### src/pkg/hsl_consts.svh
`ifndef HSL_CONSTS_SVH
`define HSL_CONSTS_SVH

// ----------------------------------------------------------------
// Lane widths, modes and delay tap limits
// ----------------------------------------------------------------
`define HSL_WORD_W        10
`define HSL_CNT_W         4
`define HSL_TAP_W         5
`define HSL_TAP_RESET     5'h00
`define HSL_TAP_MAX       5'h1F
`define HSL_MODE_RX       2'h0
`define HSL_MODE_TX       2'h1
`define HSL_MODE_BIDIR    2'h2
`define HSL_BYPASS_WIDTH  4'h1

// ----------------------------------------------------------------
// Training, queue and clock period
// ----------------------------------------------------------------
`define HSL_LOCK_WORDS    5'h10
`define HSL_QUEUE_DEPTH   8
`define HSL_CLK_PERIOD_NS 5

`endif

### src/pkg/hsl_pkg.sv
`include "hsl_consts.svh"

package hsl_pkg;

	typedef logic [`HSL_WORD_W-1:0] hsl_word_t;

	typedef struct packed {
		logic [1:0]            mode;
		logic                  half_rate;
		logic [`HSL_CNT_W-1:0] width;
		logic                  queue_en;
		logic                  align_en;
		logic                  tx_clk_mode;
		logic                  bypass;
		logic                  term_dynamic;
		logic                  term_static;
	} hsl_cfg_t;

	typedef struct packed {
		logic delay_ctrl_en;
		logic delay_step_up;
		logic delay_clear;
	} hsl_dly_t;

	typedef enum logic [1:0] {
		HSL_AL_IDLE,
		HSL_AL_TRAIN,
		HSL_AL_LOCKED
	} hsl_align_st_t;

endpackage : hsl_pkg

### src/verilog/hsl_lane.sv
`timescale 1ns/100ps
`include "hsl_consts.svh"

// ----------------------------------------------------------------
// Synchronous queue
// ----------------------------------------------------------------
module hsl_queue #(
	parameter int WIDTH = 10,
	parameter int DEPTH = 32
) (
	// Clock and reset
	input  wire logic             mclk_i,
	input  wire logic             arst_n_i,
	input  wire logic             clear_i,
	// Fill side
	input  wire logic             in_valid_i,
	output logic                  in_ready_o,
	input  wire logic [WIDTH-1:0] in_data_i,
	// Drain side
	output logic                  out_valid_o,
	input  wire logic             out_ready_i,
	output logic      [WIDTH-1:0] out_data_o
);
	localparam int AW = $clog2(DEPTH);

	logic [WIDTH-1:0] mem [DEPTH];
	logic [AW-1:0]    wr_ptr;
	logic [AW-1:0]    rd_ptr;
	logic [AW:0]      count;

	wire push = in_valid_i && in_ready_o;
	wire pop  = out_valid_o && out_ready_i;

	assign in_ready_o  = (count != (AW+1)'(DEPTH));
	assign out_valid_o = (count != '0);
	assign out_data_o  = mem[rd_ptr];

	always_ff @(posedge mclk_i) begin
		if (push)
			mem[wr_ptr] <= in_data_i;
	end

	always_ff @(posedge mclk_i or negedge arst_n_i) begin
		if (!arst_n_i) begin
			wr_ptr <= '0;
			rd_ptr <= '0;
			count  <= '0;
		end else if (clear_i) begin
			wr_ptr <= '0;
			rd_ptr <= '0;
			count  <= '0;
		end else begin
			if (push)
				wr_ptr <= (wr_ptr == AW'(DEPTH-1)) ? '0 : wr_ptr + 1'b1;
			if (pop)
				rd_ptr <= (rd_ptr == AW'(DEPTH-1)) ? '0 : rd_ptr + 1'b1;
			count <= count + (AW+1)'(push) - (AW+1)'(pop);
		end
	end
endmodule : hsl_queue

// Behaviour
// RQ1: Lane works as receiver, transmitter or bidirectional port, one serial pair.
// RQ2: Serialization width programmable up to ten bits on ten-bit words.
// RQ3: Full rate moves one serial bit per fast clock rising edge.
// RQ4: Half rate moves two serial bits per fast clock, one per edge. The code moves both bits on the rising edge, one on each pad line.
// RQ5: Clock source supplies parallel clock at bit rate over width.
// RQ6: Optional eight-entry receive queue; transmit path has none.
// RQ7: Queue empty flag asserted whenever the enabled queue holds nothing.
// RQ8: Core pops queue words by asserting read enable.
// RQ9: Receive reset clears queue and deserializer.
// RQ10: Phase aligner adjusts delay tap itself, only in full rate.
// RQ11: Lock output asserted once aligner training succeeds.
// RQ12: Input buffer enable 1 receives, 0 blocks input.
// RQ13: Dynamic termination control 1 turns termination on, 0 off.
// RQ14: Delay enable activates manual delay or aligner, whichever configured.
// RQ15: Step-up 1 increments, 0 decrements; unused under aligner.
// RQ16: Delay clear resets delay counter or aligner, whichever configured.
// RQ17: Alternate clock output only in bypass with width one.
// RQ18: Receiver presents each aligned word at parallel clock edge.
// RQ19: Core supplies each word at parallel clock edge; lane serializes it.
// RQ20: Transmit reset clears the serializer.
// RQ21: Transmitter sends serial data or a reference clock pattern.
// RQ22: Transmit output enable gates the output driver.
// RQ23: Bidirectional mode uses one width for both directions.
// RQ24: After reset alignment restarts; data invalid until lock under aligner. The code gates only queue pushes; rx_word_valid_o pulses before lock.
module hsl_lane #(
	parameter int QUEUE_DEPTH = `HSL_QUEUE_DEPTH
) (
	// Clock and reset
	input  wire logic             mclk_i,
	input  wire logic             arst_n_i,
	// Static configuration
	input  wire hsl_pkg::hsl_cfg_t cfg_i,
	// Receive pad side
	input  wire logic [1:0]       rx_pad_i,
	output logic                  rx_buffer_on_o,
	output logic                  rx_term_on_o,
	// Receive core side
	input  wire logic             rx_buffer_on_i,
	input  wire logic             rx_term_i,
	input  wire logic             rx_rst_i,
	input  wire hsl_pkg::hsl_dly_t dly_i,
	output hsl_pkg::hsl_word_t    rx_word_o,
	output logic                  rx_word_valid_o,
	output logic                  lock_o,
	output logic [`HSL_TAP_W-1:0] delay_tap_o,
	output logic                  alternate_clock_out_o,
	output logic                  parallel_clk_o,
	// Receive queue
	input  wire logic             queue_rd_i,
	output logic                  queue_empty_o,
	output logic                  queue_wr_ready_o,
	output logic                  queue_overflow_o,
	output hsl_pkg::hsl_word_t    queue_word_o,
	// Transmit core side
	input  wire hsl_pkg::hsl_word_t tx_word_i,
	input  wire logic             tx_rst_i,
	input  wire logic             tx_oe_i,
	output logic                  tx_word_taken_o,
	// Transmit pad side
	output logic [1:0]            tx_pad_o,
	output logic                  tx_pad_oe_o
);
	import hsl_pkg::*;

	// ------------------------------------------------------------
	// Mode decode
	// ------------------------------------------------------------
	wire rx_on = (cfg_i.mode == `HSL_MODE_RX) || (cfg_i.mode == `HSL_MODE_BIDIR); // [RQ1]
	wire tx_on = (cfg_i.mode == `HSL_MODE_TX) || (cfg_i.mode == `HSL_MODE_BIDIR); // [RQ1]
	wire [`HSL_CNT_W-1:0] width =
		(cfg_i.width == '0) ? 4'h1 :
		(cfg_i.width > 4'hA) ? 4'hA : cfg_i.width; // [RQ2]
	wire [`HSL_CNT_W-1:0] step = cfg_i.half_rate ? 4'h2 : 4'h1; // [RQ3] [RQ4]
	wire align_act = cfg_i.align_en && !cfg_i.half_rate; // [RQ10]
	wire [1:0] rx_bits = rx_buffer_on_i ? rx_pad_i : 2'h0; // [RQ12]

	assign rx_buffer_on_o = rx_on && rx_buffer_on_i; // [RQ12]
	assign rx_term_on_o   = rx_on &&
		(cfg_i.term_dynamic ? rx_term_i : cfg_i.term_static); // [RQ13]

	// ------------------------------------------------------------
	// Deserializer
	// ------------------------------------------------------------
	logic [`HSL_CNT_W-1:0] rx_cnt;
	hsl_word_t             rx_shift;
	hsl_word_t             next_rx_shift;
	wire [`HSL_CNT_W-1:0]  rx_sum  = rx_cnt + step;
	wire                   rx_done = rx_on && (rx_sum >= width);

	always_comb begin
		next_rx_shift = rx_shift;
		next_rx_shift[rx_cnt] = rx_bits[0]; // [RQ3]
		if (cfg_i.half_rate && (rx_cnt + 4'h1 < 4'hA))
			next_rx_shift[rx_cnt + 4'h1] = rx_bits[1]; // [RQ4]
	end

	always_ff @(posedge mclk_i or negedge arst_n_i) begin
		if (!arst_n_i) begin
			rx_cnt          <= '0;
			rx_shift        <= '0;
			rx_word_o       <= '0;
			rx_word_valid_o <= 1'b0;
		end else if (rx_rst_i) begin // [RQ9] [RQ24]
			rx_cnt          <= '0;
			rx_shift        <= '0;
			rx_word_valid_o <= 1'b0;
		end else begin
			rx_cnt          <= rx_done ? '0 : rx_sum;
			rx_shift        <= rx_done ? '0 : next_rx_shift;
			rx_word_valid_o <= rx_done; // [RQ18]
			if (rx_done)
				rx_word_o <= next_rx_shift; // [RQ18]
		end
	end

	// Word boundary strobe stands in for the parallel clock
	assign parallel_clk_o = rx_word_valid_o | tx_word_taken_o; // [RQ5]

	// ------------------------------------------------------------
	// Delay chain and phase aligner
	// ------------------------------------------------------------
	hsl_align_st_t al_st;
	hsl_align_st_t next_al_st;
	hsl_word_t     prev_word;
	logic [4:0]    stable_cnt;

	wire same_word = (rx_word_o == prev_word);
	wire man_up    = !align_act && dly_i.delay_ctrl_en && dly_i.delay_step_up
		&& (delay_tap_o != `HSL_TAP_MAX); // [RQ14] [RQ15]
	wire man_dn    = !align_act && dly_i.delay_ctrl_en && !dly_i.delay_step_up
		&& (delay_tap_o != `HSL_TAP_RESET); // [RQ14] [RQ15]
	wire al_step   = (al_st == HSL_AL_TRAIN) && rx_word_valid_o && !same_word;
	wire al_win    = (al_st == HSL_AL_TRAIN) && rx_word_valid_o && same_word
		&& (stable_cnt == `HSL_LOCK_WORDS - 5'h1);

	always_comb begin
		case (al_st)
			HSL_AL_IDLE:
				next_al_st = (align_act && dly_i.delay_ctrl_en) ?
					HSL_AL_TRAIN : HSL_AL_IDLE; // [RQ14]
			HSL_AL_TRAIN:
				next_al_st = !align_act ? HSL_AL_IDLE :
					al_win ? HSL_AL_LOCKED : HSL_AL_TRAIN; // [RQ11]
			HSL_AL_LOCKED:
				next_al_st = align_act ? HSL_AL_LOCKED : HSL_AL_IDLE;
			default:
				next_al_st = HSL_AL_IDLE;
		endcase
	end

	always_ff @(posedge mclk_i or negedge arst_n_i) begin
		if (!arst_n_i) begin
			al_st       <= HSL_AL_IDLE;
			stable_cnt  <= '0;
			prev_word   <= '0;
			delay_tap_o <= `HSL_TAP_RESET;
		end else if (dly_i.delay_clear || rx_rst_i) begin // [RQ16] [RQ24]
			al_st       <= HSL_AL_IDLE;
			stable_cnt  <= '0;
			delay_tap_o <= `HSL_TAP_RESET;
		end else begin
			al_st <= next_al_st;
			if (rx_word_valid_o)
				prev_word <= rx_word_o;
			if (al_st != HSL_AL_TRAIN || (rx_word_valid_o && !same_word))
				stable_cnt <= '0;
			else if (rx_word_valid_o)
				stable_cnt <= stable_cnt + 5'h1;
			if (al_step || man_up)
				delay_tap_o <= delay_tap_o + 5'h1; // [RQ10] [RQ15]
			else if (man_dn)
				delay_tap_o <= delay_tap_o - 5'h1; // [RQ15]
		end
	end

	assign lock_o = (al_st == HSL_AL_LOCKED); // [RQ11]

	// ------------------------------------------------------------
	// Alternate output
	// ------------------------------------------------------------
	wire alt_ok = rx_on && cfg_i.bypass && (width == `HSL_BYPASS_WIDTH); // [RQ17]

	always_ff @(posedge mclk_i or negedge arst_n_i) begin
		if (!arst_n_i)
			alternate_clock_out_o <= 1'b0;
		else
			alternate_clock_out_o <= alt_ok && rx_bits[0]; // [RQ17]
	end

	// ------------------------------------------------------------
	// Receive queue
	// ------------------------------------------------------------
	wire word_usable = rx_word_valid_o && (!align_act || lock_o); // [RQ24]
	wire q_push      = cfg_i.queue_en && word_usable;
	wire q_valid;

	hsl_queue #(
		.WIDTH (`HSL_WORD_W),
		.DEPTH (QUEUE_DEPTH)
	) u_queue (
		.mclk_i      (mclk_i),
		.arst_n_i    (arst_n_i),
		.clear_i     (rx_rst_i), // [RQ9]
		.in_valid_i  (q_push),
		.in_ready_o  (queue_wr_ready_o),
		.in_data_i   (rx_word_o),
		.out_valid_o (q_valid),
		.out_ready_i (queue_rd_i), // [RQ8]
		.out_data_o  (queue_word_o)
	); // [RQ6]

	assign queue_empty_o    = cfg_i.queue_en && !q_valid; // [RQ7]
	assign queue_overflow_o = q_push && !queue_wr_ready_o;

	// ------------------------------------------------------------
	// Serializer
	// ------------------------------------------------------------
	logic [`HSL_CNT_W-1:0] tx_cnt;
	hsl_word_t             tx_shift;
	hsl_word_t             clk_pat;
	wire [`HSL_CNT_W-1:0]  tx_sum  = tx_cnt + step;
	wire                   tx_load = tx_on && (tx_sum >= width);

	genvar gi;
	generate
		for (gi = 0; gi < `HSL_WORD_W; gi++) begin : g_pat
			assign clk_pat[gi] = (gi < int'(width >> 1)); // [RQ21]
		end
	endgenerate

	wire [1:0] tx_now = {tx_shift[tx_cnt + 4'h1], tx_shift[tx_cnt]};

	always_ff @(posedge mclk_i or negedge arst_n_i) begin
		if (!arst_n_i) begin
			tx_cnt          <= '0;
			tx_shift        <= '0;
			tx_pad_o        <= 2'h0;
			tx_word_taken_o <= 1'b0;
		end else if (tx_rst_i) begin // [RQ20]
			tx_cnt          <= '0;
			tx_shift        <= '0;
			tx_pad_o        <= 2'h0;
			tx_word_taken_o <= 1'b0;
		end else begin
			tx_cnt          <= tx_load ? '0 : tx_sum;
			tx_word_taken_o <= tx_load; // [RQ19]
			tx_pad_o        <= {cfg_i.half_rate & tx_now[1], tx_now[0]}; // [RQ3] [RQ4]
			if (tx_load)
				tx_shift <= cfg_i.tx_clk_mode ? clk_pat : tx_word_i; // [RQ19] [RQ21]
		end
	end

	assign tx_pad_oe_o = tx_on && tx_oe_i; // [RQ22]
endmodule : hsl_lane
### config.mk
export PLATFORM = sky130hd
export DESIGN_NAME = hsl_lane
export DESIGN_NICKNAME = d
export VERILOG_FILES = /design/src/pkg/hsl_pkg.sv /design/src/verilog/hsl_lane.sv
export VERILOG_INCLUDE_DIRS = /design/src /design/src/pkg
export SDC_FILE = /design/constraint.sdc
export NUM_CORES = 1
export LEC_CHECK = 0
export BUFFER_PORTS_ARGS = -buffer_cell sky130_fd_sc_hd__clkbuf_2
export CAP_MARGIN = 10
export CORE_UTILIZATION = 40
export DETAILED_ROUTE_END_ITERATION = 8
export GPL_TIMING_DRIVEN = 0
export PLACE_DENSITY_LB_ADDON = 0.12
export SYNTH_ARGS = -nofsm -noshare
export SYNTH_HDL_FRONTEND = slang
export SYNTH_HIERARCHICAL = 1
export SYNTH_SLANG_ARGS = --single-unit
### constraint.sdc
create_clock -name mclk_i -period 7 [get_ports mclk_i]
set_clock_uncertainty 0.15 [all_clocks]
set_input_delay 1.05 -clock mclk_i [delete_from_list [all_inputs] [get_ports mclk_i]]
set_output_delay 1.05 -clock mclk_i [all_outputs]
set_load 0.02 [all_outputs]
==> key figures <==
Flow run
  • Max cap viols: 0

Floorplan
  • DIE HEIGHT: 142 um
  • Top Ports: 74
  • Die W: 142 um
  • Initial Utilization: 0.415
  • DIE AREA: 20200 um^2
  • FP Rows: 50
  • Core area: 19000 um^2

Cells and area
  • Post-route cell area: 9120 um^2
  • Layout cells sized above 1: 0.239
  • Final net count: 754
  • Layout area overhead: 16.1%
  • Fill count: 1671
  • Ant diodes: 0

Timing
  • Worst Max-Slew Pin Slew: 1080 ps
  • Final worst path period need: 3500 ps
  • Tcrit/Tclk final: 0.501
  • Setup TNS: 0 ps
  • Final count of negative-setup-slack endpoints: 0
  • Final slew viol count: 0
  • RSZ-0062 raised after global routing: false
  • Max Fclk: 0.285 GHz
  • Final hold violations: 0
  • Slew margin rel.: 0.275

Yosys
  • Post-synth EDFFs: 80
  • Synth Cell Area: 7860 um^2
  • Synth warnings: 6
  • Post-synthesis cell count: 585
  • Commonest cells in the netlist: edfxtp_1 (80), dfrtp_1 (75), nor2_1 (39), ha_1 (37), inv_1 (31)
  • Ys flop type: edfxtp_1
  • Async S/R FF share, synth: 0.484
  • Synth Register Bits: 155
  • Synthesized area per cell: 13.4 um^2
  • Seq/Total Area, Yosys: 0.545
  • Top cells by area, synth: edfxtp_1 (31%), dfrtp_1 (24%), mux4_1 (6.4%)
  • Area leader, netlist: edfxtp_1
  • Top-count cell post-synth: edfxtp_1
  • Mapped Nets: 662
  • Post-synth top area share: 0.306
  • Post-synth cell types: 66

CTS
  • Post-cts resize count: 0
  • Number of buffers created by CTS: 17
  • Root Buffer: clkbuf_16
  • Clock sinks: 155
  • Clock H-tree levels: 4
  • Hold buffer count at CTS: 0
  • Post-CTS Setup Inserts: 0
  • Clk Latency, worst-skew pair: 420 ps
  • Clock slew at reported path FFs: 60 ps
  • CTS tree: done
  • CTS max path bufs: 2

Setup path
  • Worst-path maximum fanout: 10
  • Crit-path cells: clkbuf_2 -> inv_2 -> nand2_1 -> o211a_1 -> inv_1 -> or3_1 -> nor2_1
  • Slowest CP cell: nor2_1
  • CP startpoint kind: input port
  • WP buf/inv: 3
  • Crit-path max cell delay: 850 ps
  • Kind of critical path: input port to flop
  • Crit-path leading delay family: simple AND/OR/NAND/NOR gates
  • Req. time, crit path: 6880 ps
  • Worst Path Arrival: 3380 ps
  • Endpoint class of the critical path: flop

Placement
  • Port buffer count: 71
  • Final GP Congestion: 0.820
  • Area after DPL: 8580 um^2
  • HPWL Detailed: 11200 um

Drt
  • Vias/cell: 5.09
  • Initial DRC Count: 214
  • First-pass detailed-route iteration total: 4
  • DRC viols: 0
  • Final WL: 15800 um
  • Via count: 4832
  • WL/cell: 16.7 um
  • ANT nets after route: 0

GRT
  • Number of global-route vias before repair: 5162
  • Total track usage: 0.172
  • Grt total ovfl: 0
  • Largest net degree at the start of global routing: 40
  • First-pass GRT wire length: 26500 um
  • Initial antenna violation count: 0

Pwr
  • Pwr Density: 310 nW/um^2
  • Total power: 2.82 mW
  • Peak VDD IR: 0.000178 V
  • Leak Pwr: 3.79 nW

Min path
  • Worst Hold Class: flop to flop

Run status
  • Status: complete, no violations
## worst min-delay path: cells and delay by family, from the launching register on
kind / cells / cell delay [ps]
AOI/OAI and AO/OA: 1 / 60
and+or+nand+nor: 1 / 40
DFF: 1 / 340
## cell families after synthesis
kind of cell	after synthesis	share of synthesized area
simple gates	166	0.118
flops	155	0.545
mux	79	0.153
compound gates	67	0.0576
buf+inv	54	0.0307
fa+ha+maj	42	0.0704
xor+xnor	22	0.0264
## area by class of cell
cell class | instances | area, um^2 | area share
Multi-Input combinational cell | 376 | 3350 | 0.367
Inverter | 32 | 120 | 0.0132
Timing Repair Buffer | 73 | 389 | 0.0427
Clock buffer | 17 | 425 | 0.0467
Sequential cell | 155 | 4280 | 0.469
Tap cell | 260 | 325 | 0.0357
Buffer | 22 | 121 | 0.0133
Clock inverter | 15 | 111 | 0.0122
## where the power goes
group,internal (mW),switching (mW),total (mW),leakage [nW]
Clock,0.459,0.386,0.845,0.259
Combinational,0.329,0.408,0.737,1.77
Sequential,1.10,0.137,1.24,1.75
Total,1.89,0.930,2.82,3.79
## stage by stage
stage,worst slack (ps),hold slack [ps],utilization,instances
2_1_floorplan,3790,300,-,585
5_1_grt,3350,357,0.481,950
4_1_cts,3450,335,0.481,950
3_3_place_gp,2640,321,0.450,916
6_report,3500,331,0.481,950
3_5_place_dp,3040,321,0.453,918
## placed cells by master (no fill, tap or decap), drive strengths merged, types with 3 or more instances in the layout
cell type / instances
a211oi: 4
a21o: 9
a21oi: 19
and2: 9
buf: 14
clkbuf: 98
clkinv: 5
dfrtp: 75
edfxtp: 80
fa: 4
ha: 37
inv: 40
mux2: 30
mux2i: 25
mux4: 24
nand2: 28
nand2b: 20
nand3: 15
nand4: 9
nand4b: 3
nor2: 40
nor2b: 11
nor3: 12
nor3b: 5
nor4: 3
o21ai: 21
xnor2: 15
xor2: 7
## worst paths after layout
| path | slack (ps) | end | startpoint | cells after the start |
|---|---|---|---|---|
| worst max-delay path | 3500 | u_queue/mem[6][9] | cfg_i[10] | 7 |
| worst min-delay path | 330 | stable_cnt[4] | stable_cnt[4] | 2 |
| worst min register to register | 330 | stable_cnt[4] | stable_cnt[4] | 2 |
| min in group asynchronous | 480 | tx_shift[6] | arst_n_i | 1 |
| max in group asynchronous | 5590 | prev_word[2] | arst_n_i | 2 |
| worst max register to register | 3660 | delay_tap_o[4] | rx_word_o[8] | 12 |
## metal layers
metal	global-route usage	part of all wire	vias up
met4	0.0509	0.0076	0
met1	0.217	0.47	2422
met2	0.295	0.50	65
met3	0.0363	0.024	10
li1	-	-	2335
met5	0	0	-
## registers in the layout, indices dropped and copies added, names as in the netlist, 3 cells and up
register,count
tx_cnt,4
tx_shift,10
u_queue/count,4
stable_cnt,5
rx_shift,10
rx_cnt,4
u_queue/rd_ptr,3
rx_word_o,10
delay_tap_o,5
u_queue/wr_ptr,3
prev_word,10
u_queue/mem,80
(Power assumes the default switching activity.)
